`src/logic/uabw_cfg.svh`:
```
`ifndef UABW_CFG_SVH
`define UABW_CFG_SVH

// Register word offsets on the APB bus
`define UABW_OFF_CTRL 12'h000
`define UABW_OFF_STAT 12'h004
`define UABW_OFF_DIVL 12'h008
`define UABW_OFF_DIVH 12'h00C
`define UABW_OFF_RBUF 12'h010

// Control register bit positions
`define UABW_CTL_ABEN 0
`define UABW_CTL_WAKE 1
`define UABW_CTL_OVF 2
`define UABW_CTL_WIDE 3
`define UABW_CTL_HSPD 4
`define UABW_CTL_ASYNC 5

// Status register bit positions
`define UABW_STA_RFLAG 0
`define UABW_STA_IDLE 1

// Reset values
`define UABW_RST_DIV 16'h0000
`define UABW_RST_ASYNC 1'b1

// Measurement clock terminal counts: pclk/512, pclk/128, pclk/32
`define UABW_TC_SLOW 9'h1FF
`define UABW_TC_MID 9'h07F
`define UABW_TC_FAST 9'h01F

// Counter start value and rising-edge count seen before the stop bit edge
`define UABW_DIV_START 16'h0001
`define UABW_DIV_MAX 16'hFFFF
`define UABW_EDGE_FIRST 3'h1
`define UABW_EDGE_LAST 3'h4
`define UABW_RBUF_DATA 8'h00

`endif

```
`src/logic/uabw_pkg.sv`:
```
`default_nettype none
package uabw_pkg;

  // Measurement sequence
  typedef enum logic [1:0] {
    UABW_AB_IDLE  = 2'b00,
    UABW_AB_START = 2'b01,
    UABW_AB_EDGE1 = 2'b10,
    UABW_AB_COUNT = 2'b11
  } uabw_ab_state_type;

  // One decoded APB access
  typedef struct packed {
    logic [11:0] addr;
    logic write;
    logic [31:0] wdata;
    logic access;
  } uabw_apb_req_type;

endpackage
`default_nettype wire

```
`src/logic/uabw_core.sv`:
```
// Function
// - Receive line times the measurement counter
// - Enable starts measurement; receiver held idle
// - Counting starts at first rise after start
// - Fifth rise: keep count, clear enable, flag
// - Buffer read clears flag; value discarded
// - Divisor pair forms one 16-bit counter
// - Counter runs at pclk/512, pclk/128 or pclk/32 per select bits
// - Counter starts from one
// - With wake armed, measure following character
// - Overflow flag set before fifth rise wraps
// - After overflow keep counting; normal completion
// - Overflow clear ignored while enable set
// - Wake works only in asynchronous mode
// - Wake armed: reception disabled, watch falling edge
// - Wake event raises receive flag
// - Buffer read clears wake flag
// - Rise after break clears wake enable
// - Non-zero character low time counts as wake
`default_nettype none
`include "uabw_cfg.svh"

module uabw_core #(
  parameter int ADDR_W = 12
) (
  // Clock and reset
  input wire logic pclk,
  input wire logic presetn,
  // APB slave
  input wire logic psel,
  input wire logic penable,
  input wire logic pwrite,
  input wire logic [ADDR_W-1:0] paddr,
  input wire logic [31:0] pwdata,
  output logic [31:0] prdata,
  output logic pready,
  output logic pslverr,
  // Serial line and receiver control
  input wire logic receive_line,
  output logic rx_hold_idle,
  output logic receive_flag
);

  if (ADDR_W != 12) begin : g_bad_addr
    $error("uabw_core: ADDR_W must be 12");
  end

  // Measurement clock terminal count from the two select bits
  function automatic logic [8:0] tc_of(input logic wide, input logic hspd);
    case ({wide, hspd})
      2'b00: tc_of = `UABW_TC_SLOW;
      2'b11: tc_of = `UABW_TC_FAST;
      default: tc_of = `UABW_TC_MID;
    endcase
  endfunction

  uabw_pkg::uabw_apb_req_type req;
  uabw_pkg::uabw_ab_state_type ab_st_ff;
  logic rx_meta_ff, rx_sync_ff, rx_last_ff;
  logic rx_rise, rx_fall;
  logic ab_en_ff, wake_ff, ovf_ff, wide_ff, hspd_ff, async_ff;
  logic wk_low_ff, rflag_ff;
  logic [15:0] div_ff;
  logic [8:0] presc_ff;
  logic [2:0] edges_ff;
  logic [31:0] prdata_ff;
  logic tick, done, wake_evt, wake_end, rd_buf, wr_ctrl, wr_divl, wr_divh, hit;

  // Bus request bundle; accesses complete in one access cycle
  always_comb begin
    req.addr = paddr;
    req.write = pwrite;
    req.wdata = pwdata;
    req.access = psel & penable;
  end

  assign pready = 1'b1;
  assign hit = (req.addr == `UABW_OFF_CTRL) | (req.addr == `UABW_OFF_STAT) |
               (req.addr == `UABW_OFF_DIVL) | (req.addr == `UABW_OFF_DIVH) |
               (req.addr == `UABW_OFF_RBUF);
  assign pslverr = req.access & ~hit;
  assign prdata = prdata_ff;
  assign wr_ctrl = req.access & req.write & (req.addr == `UABW_OFF_CTRL);
  assign wr_divl = req.access & req.write & (req.addr == `UABW_OFF_DIVL);
  assign wr_divh = req.access & req.write & (req.addr == `UABW_OFF_DIVH);
  assign rd_buf = req.access & ~req.write & (req.addr == `UABW_OFF_RBUF);

  // Two-stage synchroniser, then edge detection on the second stage only
  always_ff @(posedge pclk or negedge presetn) begin
    if (!presetn) begin
      rx_meta_ff <= 1'b1;
      rx_sync_ff <= 1'b1;
      rx_last_ff <= 1'b1;
    end else begin
      rx_meta_ff <= receive_line;
      rx_sync_ff <= rx_meta_ff;
      rx_last_ff <= rx_sync_ff;
    end
  end

  assign rx_rise = rx_sync_ff & ~rx_last_ff;
  assign rx_fall = ~rx_sync_ff & rx_last_ff;

  always_ff @(posedge pclk or negedge presetn) begin
    if (!presetn) begin
      presc_ff <= 9'h000;
    end else if (ab_st_ff != uabw_pkg::UABW_AB_COUNT || tick) begin
      presc_ff <= 9'h000;
    end else begin
      presc_ff <= presc_ff + 9'h001;
    end
  end

  assign tick = (ab_st_ff == uabw_pkg::UABW_AB_COUNT) && (presc_ff == tc_of(wide_ff, hspd_ff));
  assign done = (ab_st_ff == uabw_pkg::UABW_AB_COUNT) && rx_rise &&
                (edges_ff == `UABW_EDGE_LAST);
  assign wake_evt = wake_ff & ~wk_low_ff & rx_fall & async_ff;
  assign wake_end = wake_ff & wk_low_ff & rx_rise;

  // line times counter
  // Measurement sequencer; the line edges time the counter, not the reverse.
  // A clearing control write drops to idle on the same edge as the enable,
  // so the receiver is never released while the sequencer is still busy.
  always_ff @(posedge pclk or negedge presetn) begin
    if (!presetn) begin
      ab_st_ff <= uabw_pkg::UABW_AB_IDLE;
    end else if (!ab_en_ff || (wr_ctrl && !req.wdata[`UABW_CTL_ABEN])) begin
      ab_st_ff <= uabw_pkg::UABW_AB_IDLE;
    end else begin
      case (ab_st_ff)
        uabw_pkg::UABW_AB_IDLE: begin
          if (!wake_ff) begin
            ab_st_ff <= uabw_pkg::UABW_AB_START;
          end
        end
        uabw_pkg::UABW_AB_START: begin
          if (rx_fall) begin
            ab_st_ff <= uabw_pkg::UABW_AB_EDGE1;
          end
        end
        uabw_pkg::UABW_AB_EDGE1: begin
          if (rx_rise) begin
            ab_st_ff <= uabw_pkg::UABW_AB_COUNT;
          end
        end
        uabw_pkg::UABW_AB_COUNT: begin
          if (done) begin
            ab_st_ff <= uabw_pkg::UABW_AB_IDLE;
          end
        end
        default: ab_st_ff <= uabw_pkg::UABW_AB_IDLE;
      endcase
    end
  end

  // Rising edges seen since the start bit
  always_ff @(posedge pclk or negedge presetn) begin
    if (!presetn) begin
      edges_ff <= 3'h0;
    end else if (ab_st_ff == uabw_pkg::UABW_AB_EDGE1 && rx_rise) begin
      edges_ff <= `UABW_EDGE_FIRST;
    end else if (ab_st_ff == uabw_pkg::UABW_AB_COUNT && rx_rise) begin
      edges_ff <= edges_ff + 3'h1;
    end
  end

  // one counter
  // Both divisor bytes count together; software writes are ignored mid-measure
  always_ff @(posedge pclk or negedge presetn) begin
    if (!presetn) begin
      div_ff <= `UABW_RST_DIV;
    end else if (ab_st_ff == uabw_pkg::UABW_AB_EDGE1 && rx_rise) begin
      div_ff <= `UABW_DIV_START;
    end else if (ab_st_ff == uabw_pkg::UABW_AB_COUNT) begin
      if (tick && !done) begin
        div_ff <= div_ff + 16'h0001;
      end
    end else if (wr_divl) begin
      div_ff[7:0] <= req.wdata[7:0];
    end else if (wr_divh) begin
      div_ff[15:8] <= req.wdata[7:0];
    end
  end

  always_ff @(posedge pclk or negedge presetn) begin
    if (!presetn) begin
      ab_en_ff <= 1'b0;
    end else if (done) begin
      ab_en_ff <= 1'b0;
    end else if (wr_ctrl) begin
      ab_en_ff <= req.wdata[`UABW_CTL_ABEN];
    end
  end

  // guarded clear; set wins over a same-cycle clear
  always_ff @(posedge pclk or negedge presetn) begin
    if (!presetn) begin
      ovf_ff <= 1'b0;
    end else if (tick && !done && div_ff == `UABW_DIV_MAX) begin
      ovf_ff <= 1'b1;
    end else if (wr_ctrl && !ab_en_ff) begin
      ovf_ff <= req.wdata[`UABW_CTL_OVF];
    end
  end

  always_ff @(posedge pclk or negedge presetn) begin
    if (!presetn) begin
      wake_ff <= 1'b0;
    end else if (wake_end) begin
      wake_ff <= 1'b0;
    end else if (wr_ctrl) begin
      wake_ff <= req.wdata[`UABW_CTL_WAKE] & req.wdata[`UABW_CTL_ASYNC];
    end
  end

  // any low counts
  // Low phase of the wake event; any falling edge is taken, data or break
  always_ff @(posedge pclk or negedge presetn) begin
    if (!presetn) begin
      wk_low_ff <= 1'b0;
    end else if (!wake_ff || wake_end) begin
      wk_low_ff <= 1'b0;
    end else if (wake_evt) begin
      wk_low_ff <= 1'b1;
    end
  end

  // Plain configuration bits
  always_ff @(posedge pclk or negedge presetn) begin
    if (!presetn) begin
      wide_ff <= 1'b0;
      hspd_ff <= 1'b0;
      async_ff <= `UABW_RST_ASYNC;
    end else if (wr_ctrl) begin
      wide_ff <= req.wdata[`UABW_CTL_WIDE];
      hspd_ff <= req.wdata[`UABW_CTL_HSPD];
      async_ff <= req.wdata[`UABW_CTL_ASYNC];
    end
  end

  always_ff @(posedge pclk or negedge presetn) begin
    if (!presetn) begin
      rflag_ff <= 1'b0;
    end else if (done || wake_evt) begin
      rflag_ff <= 1'b1;
    end else if (rd_buf) begin
      rflag_ff <= 1'b0;
    end
  end

  assign rx_hold_idle = ab_en_ff | wake_ff;
  assign receive_flag = rflag_ff;

  // Read data is captured in the setup cycle so it stands through the access
  always_ff @(posedge pclk or negedge presetn) begin
    if (!presetn) begin
      prdata_ff <= 32'h0000_0000;
    end else if (psel && !penable && !pwrite) begin
      prdata_ff <= 32'h0000_0000;
      case (paddr)
        `UABW_OFF_CTRL: begin
          prdata_ff[`UABW_CTL_ABEN] <= ab_en_ff;
          prdata_ff[`UABW_CTL_WAKE] <= wake_ff;
          prdata_ff[`UABW_CTL_OVF] <= ovf_ff;
          prdata_ff[`UABW_CTL_WIDE] <= wide_ff;
          prdata_ff[`UABW_CTL_HSPD] <= hspd_ff;
          prdata_ff[`UABW_CTL_ASYNC] <= async_ff;
        end
        `UABW_OFF_STAT: begin
          prdata_ff[`UABW_STA_RFLAG] <= rflag_ff;
          prdata_ff[`UABW_STA_IDLE] <= (ab_st_ff != uabw_pkg::UABW_AB_COUNT) &&
                                       (ab_st_ff != uabw_pkg::UABW_AB_EDGE1) && !wk_low_ff;
        end
        `UABW_OFF_DIVL: prdata_ff[7:0] <= div_ff[7:0];
        `UABW_OFF_DIVH: prdata_ff[7:0] <= div_ff[15:8];
        `UABW_OFF_RBUF: prdata_ff[7:0] <= `UABW_RBUF_DATA;
        default: prdata_ff <= 32'h0000_0000;
      endcase
    end
  end
endmodule // uabw_core
`default_nettype wire

```
`config.mk`:
```
export PLATFORM = sky130hd
export DESIGN_NAME = uabw_core
export DESIGN_NICKNAME = d
export VERILOG_FILES = /design/src/logic/uabw_pkg.sv /design/src/logic/uabw_core.sv
export VERILOG_INCLUDE_DIRS = /design/src /design/src/logic
export SDC_FILE = /design/constraint.sdc
export NUM_CORES = 1
export LEC_CHECK = 0
export ABC_AREA = 1
export BUFFER_PORTS_ARGS = -buffer_cell sky130_fd_sc_hd__buf_2
export CAP_MARGIN = 20
export CELL_PAD_IN_SITES_DETAIL_PLACEMENT = 1
export CELL_PAD_IN_SITES_GLOBAL_PLACEMENT = 2
export CORE_UTILIZATION = 32
export CTS_BUF_LIST = sky130_fd_sc_hd__clkbuf_2
export DETAILED_ROUTE_END_ITERATION = 12
export PLACE_DENSITY_LB_ADDON = 0.1
export SKIP_CTS_REPAIR_TIMING = 1
export SLEW_MARGIN = 20
export SYNTH_ARGS = -nofsm -noshare
export SYNTH_HDL_FRONTEND = slang
export SYNTH_SLANG_ARGS = --single-unit
```
`constraint.sdc`:
```
create_clock -name pclk -period 4.3 [get_ports pclk]
set_input_delay 0.43 -clock pclk [delete_from_list [all_inputs] [get_ports pclk]]
set_output_delay 0.43 -clock pclk [all_outputs]
set_load 0.01 [all_outputs]
```
After elaboration in Yosys (flattened, before gate mapping)
Cells that the tools add are included.
Widths: inputs -> output; s select.
{ "word_totals": {"reg_bits": 49, "inputBits": 50, "wordCells": 131} }
{ "classes": {"addsub": 3, "eq_ne": 19, "mux": 29, "bitwise_logic": 26, "reduce_logical": 37} }
{ "op_table": {"columns": ["cell", "n"], "rows": [
  ["$mux 16", 3],
  ["$eq 12x4->1 const B", 2],
  ["$mux 8", 3],
  ["$pmux 9 s2", 1],
  ["$add 16x1->16 const B", 1],
  ["$and 1x1->1", 16],
  ["$eq 16x16->1 const B", 1],
  ["$pmux 2 s4", 2],
  ["$eq 12x3->1 const B", 1],
  ["$eq 12x5->1 const B", 1],
  ["$logic_and 1x1->1", 12],
  ["$logic_not 12->1", 1],
  ["$pmux 4 s3", 1],
  ["$reduce_bool 2->1", 6],
  ["$mux 1", 10],
  ["$mux 2", 5],
  ["$add 9x1->9 const B", 1],
  ["$eq 9x9->1", 1],
  ["$mux 9", 1],
  ["$ne 3x3->1 const B", 3],
  ["$logic_not 1->1", 7],
  ["$eq 2x2->1 const B", 3],
  ["$mux 3", 2],
  ["$ne 3x1->1 const B", 2],
  ["14 further kinds", 28]
]} }

Longest topological paths before layout
{ "depth": {"depth_word": 9, "ltp_mapped": 12} }

Worst setup path before layout
No wires, ideal clock.
{ "synth_timing": {"path_type": "input port to output port", "start": "in paddr[9]", "end": "out pslverr", "arrival_time_ps": 1257, "path_slack_ps": 2613, "path_stages": 6, "n_path_buf": 0, "path_cell_list": "inv_1 nand3_1 inv_1 nand2_1 nand3_1 a211oi_1"} }
{ "synth_via": {"elab_chain_len": 7, "word_cells_on_any_way": 11, "cone_classes": "eq/ne: 4; bitwise: 6; reduce/logical: 1"} }
{ "synth_rtl": {"columns": ["item", "line", "rtl"], "rows": [
  ["from (decl)", "uabw_core.sv:33", "input wire logic [ADDR_W-1:0] paddr,"],
  ["$eq 12x3->1 or $logic_not 12->1 (tied branches)", null, null],
  ["$or 1x1->1 (3 in series)", "uabw_core.sv:78", "assign hit = (req.addr == `UABW_OFF_CTRL) | (req.addr == `UABW_OFF_STAT) |"],
  ["$or 1x1->1 *", "uabw_core.sv:78", null],
  ["$not 1->1 *", "uabw_core.sv:81", "assign pslverr = req.access & ~hit;"],
  ["$and 1x1->1 *", "uabw_core.sv:81", null],
  ["to (decl)", "uabw_core.sv:37", "output logic pslverr,"]
]} }
Mark *: on every way between the ends. The rest lies on a longest branch, timed or not.

Worst setup path after layout
{ "layout_timing": {"start": "reg ab_st_ff[0]", "end": "reg div_ff[12]"} }
{ "layout_via": {"elab_chain_len": 7, "word_cells_on_any_way": 14, "cone_classes": "eq/ne: 4; mux: 2; reduce/logical: 8"} }
{ "layout_rtl": {"columns": ["item", "line", "rtl"], "rows": [
  ["from (decl)", "uabw_core.sv:58", "uabw_pkg::uabw_ab_state_type ab_st_ff;"],
  ["from (signal assigned)", "uabw_core.sv:126", "ab_st_ff <= uabw_pkg::UABW_AB_IDLE;"],
  ["from (signal assigned)", "uabw_core.sv:128", "ab_st_ff <= uabw_pkg::UABW_AB_IDLE;"],
  ["from (signal assigned)", "uabw_core.sv:133", "ab_st_ff <= uabw_pkg::UABW_AB_START;"],
  ["$eq 2x2->1", "uabw_core.sv:114, uabw_core.sv:115, uabw_core.sv:174", null],
  ["$logic_and 1x1->1 (2 in series)", "uabw_core.sv:115", "assign done = (ab_st_ff == uabw_pkg::UABW_AB_COUNT) && rx_rise &&"],
  ["$logic_not 1->1", "uabw_core.sv:175", "if (tick && !done) begin"],
  ["$logic_and 1x1->1", "uabw_core.sv:175", null],
  ["$ne 3x1->1 (no source line)", null, null],
  ["$reduce_and 3->1 (no source line)", null, null],
  ["to (signal assigned)", "uabw_core.sv:173", "div_ff <= `UABW_DIV_START;"],
  ["to (signal assigned)", "uabw_core.sv:176", "div_ff <= div_ff + 16'h0001;"],
  ["to (signal assigned)", "uabw_core.sv:181", "div_ff[15:8] <= req.wdata[7:0];"],
  ["to (decl)", "uabw_core.sv:63", "logic [15:0] div_ff;"]
]} }
Several ways; a longest one is shown, not always the timed one.
A chain may end at the register's enable or synchronous reset.

==> impl_metrics.json <==
{
  "hp-class": "input pin to flip-flop",
  "finClkSkew_ns": 0.0208,
  "rows": 37,
  "diodes": 0,
  "synth_top_area_share_pct": 33.5,
  "min_period_ns": 2.46,
  "synth_common_cells": "nand2_1, inv_1, nor2_1, dfrtp_1, o21ai_0",
  "fill_cells": 1318,
  "worstSetupEndpointType": "flip-flop",
  "critPathArrivalTime_ns": 2.79,
  "path_common_cell": "nand2_2",
  "fmax_ghz": 0.407,
  "cts-htree-levels": 2,
  "ys_ff_latch": 49,
  "slowest_delay_ns": 0.49,
  "drc": 0,
  "grt_pass1_wl_um": 15500,
  "seq_area_frac_synth_pct": 36.6,
  "rsz0062_at_grt": "false",
  "clk_pin_slew_ns": 0.26,
  "cts_tree": "yes",
  "vias": 3011,
  "post-route-period-util_pct": 57.1,
  "synth_edf_count": 0,
  "fin_tns_setup_ns": 0,
  "synthToLayoutAreaGrowth_pct": 7.51,
  "die_w_um": 105,
  "postRouteAntennaNets": 0,
  "yosys-top-cells-area": "dfrtp_1, nand2_1, inv_1, buf_4, nor2_1",
  "power.density_nw_per_um2": 199,
  "cts_root_buf": "clkbuf_2",
  "via_per_inst": 4.66,
  "grt_usage_pct": 18.0,
  "core_area_um2": 10300,
  "slew-limit-headroom_pct": 55.2,
  "synthArstFlopShare_pct": 100,
  "synth_flop_cell": "dfrtp_1",
  "cts_buffers": 5,
  "port_buffers": 36,
  "crit_buf_inv": 2,
  "yosysMostFrequentCell": "nand2_1",
  "die-height_um": 105,
  "cp_max_fo": 20,
  "p_leak_nw": 1.79,
  "grt_overflow": 0,
  "wl_um": 9190,
  "synth_area_per_cell_um2": 7.11,
  "total_power_mw": 0.719,
  "slew_viol_final": 0,
  "nets": 569,
  "antenna_found_initial": 0,
  "syn-cell-area_um2": 3360,
  "drv_cap": 0,
  "die_area_um2": 10900,
  "path_cells": "ha_1 > buf_4 > inv_1 > a21oi_1 > nand3_1 > nand2_2 > nand2_2 > nand2_1 > o21ai_2",
  "tightest_slew_ns": 0.672,
  "wl_per_cell_um": 14.2,
  "cts.sinks": 49,
  "grt_start_max_net_pins": 50,
  "synth_largest_area_cell": "dfrtp_1",
  "grt_pass1_vias": 3042,
  "fin_area_um2": 3620,
  "startpoint_type": "flip-flop",
  "cts_buffer_depth": 2,
  "hold_violations": 0,
  "place_area_um2": 3580,
  "gp_congestion": 0.770,
  "utilization_pct": 35.2,
  "crit_type": "flip-flop to flip-flop",
  "slowest_stage": "dfrtp_1",
  "dr.pass1.iters": 4,
  "syn_inst": 473,
  "required_ns": 4.64,
  "final_layout_size_suffix_gt1_share_pct": 17.3,
  "peakVddDrop_mv": 0.0944,
  "synth_cell_type_count": 39,
  "hpwl_um": 7240,
  "crit_family": "simple AND/OR/NAND/NOR gates",
  "pin_count": 86,
  "setup_viol": 0,
  "clkLatencyLatePin_ns": 0.43,
  "ys_warn_count": 0,
  "drt-initial-drc-count": 112,
  "status": "finished, final reports clean",
  "initial_core_util_pct": 32.7
}
==> registers in the layout, summed over array words and instances, names as in the netlist <==
signal and count:
edges_ff 3, receive_flag 1, rx_sync_ff 1, prdata 8
presc_ff 9, wk_low_ff 1, wide_ff 1, ab_st_ff 2
rx_last_ff 1, ovf_ff 1, rx_meta_ff 1, ab_en_ff 1
wake_ff 1, div_ff 16, async_ff 1, hspd_ff 1
==> worst paths after layout <==
kind                                         start                      to  slack (ns)  cells after the start
hold reg to reg               rx_meta_ff$_DFF_PN1_    rx_sync_ff$_DFF_PN1_        0.38                      0
max in group asynchronous                  presetn  div_ff[11]$_DFFE_PN0P_        3.78                      2
hold / removal                        receive_line    rx_meta_ff$_DFF_PN1_        0.05                      1
setup reg to reg           ab_st_ff[0]$_DFFE_PN0P_  div_ff[12]$_DFFE_PN0P_        1.84                      9
setup / recovery           ab_st_ff[0]$_DFFE_PN0P_  div_ff[12]$_DFFE_PN0P_        1.84                      9
min in group asynchronous                  presetn   presc_ff[3]$_DFF_PN0_        0.06                      2
==> placed cells by master, fill, tap and decap left out, drive strengths merged <==
cell | synthesis | routed
ha | 10 | 10
a22oi | 1 | 1
o21a | 1 | 1
conb | 2 | 25
or2 | 1 | 1
dfstp | 4 | 4
clkinv | 0 | 2
a211oi | 2 | 2
xnor2 | 1 | 1
o21ai | 42 | 42
nor4 | 3 | 3
buf | 31 | 38
o211ai | 3 | 3
and2 | 1 | 1
nand3b | 4 | 4
inv | 61 | 61
nor2 | 51 | 51
xor2 | 1 | 1
o21bai | 1 | 1
clkbuf | 1 | 6
o22ai | 2 | 2
a21oi | 14 | 14
nand4 | 8 | 8
nand3 | 28 | 28
nand2 | 147 | 147
nor3 | 8 | 8
dfrtp | 45 | 45
==> layout make-up <==
cell class	count	area, µm²	share of cell area (%)
sequential	49	1230	34.0
clock inverter	2	10.0	0.277
timing repair buffer	38	195	5.40
inverter	61	229	6.33
multi-input combinational	354	1750	48.4
clock buffer	6	30.0	0.830
tap	136	170	4.71
==> cells by family (layout without fill, tap and decap cells) <==
kind of cell	Yosys count	in the layout	synth area share, %
adders and majority gates	10	10	3.72
other	2	25	0.223
AOI/OAI and AO/OA	66	66	11.8
buffers and inverters	93	107	13.9
DFF	49	49	36.6
and+or+nand+nor	251	251	33.2
xor gates and xnor gates	2	2	0.521
==> worst reg2reg max path: stages (launching register included) <==
cell,delay [ns]
dfrtp_1,0.49
ha_1,0.17
buf_4,0.26
inv_1,0.28
a21oi_1,0.39
nand3_1,0.17
nand2_2,0.18
nand2_2,0.23
nand2_1,0.14
o21ai_2,0.05
==> metrics by stage <==
step           cells  hold WS, ns  setup WS (ns)
3_5_place_dp     638        0.351           1.86
2_1_floorplan    496        0.134           2.61
6_report         646       0.0490           1.84
3_3_place_gp     638        0.345           1.91
4_1_cts          646      0.00543           1.79
5_1_grt          646      0.00486           1.62
==> layer usage <==
layer | GRT usage [%] | part of all wire, % | vias to the layer above
met5 | 0 | 0 | -
met4 | 3.98 | 1.2 | 0
met3 | 2.38 | 3.0 | 8
met2 | 30.1 | 47 | 48
met1 | 24.5 | 49 | 1435
li1 | - | - | 1520
==> report_power, final <==
part,switching (mW),total (mW),internal (mW)
logic,0.0415,0.0575,0.0159
registers,0.00121,0.466,0.465
clock network,0.154,0.195,0.0409
No activity file was read; power rests on OpenSTA's default activity.
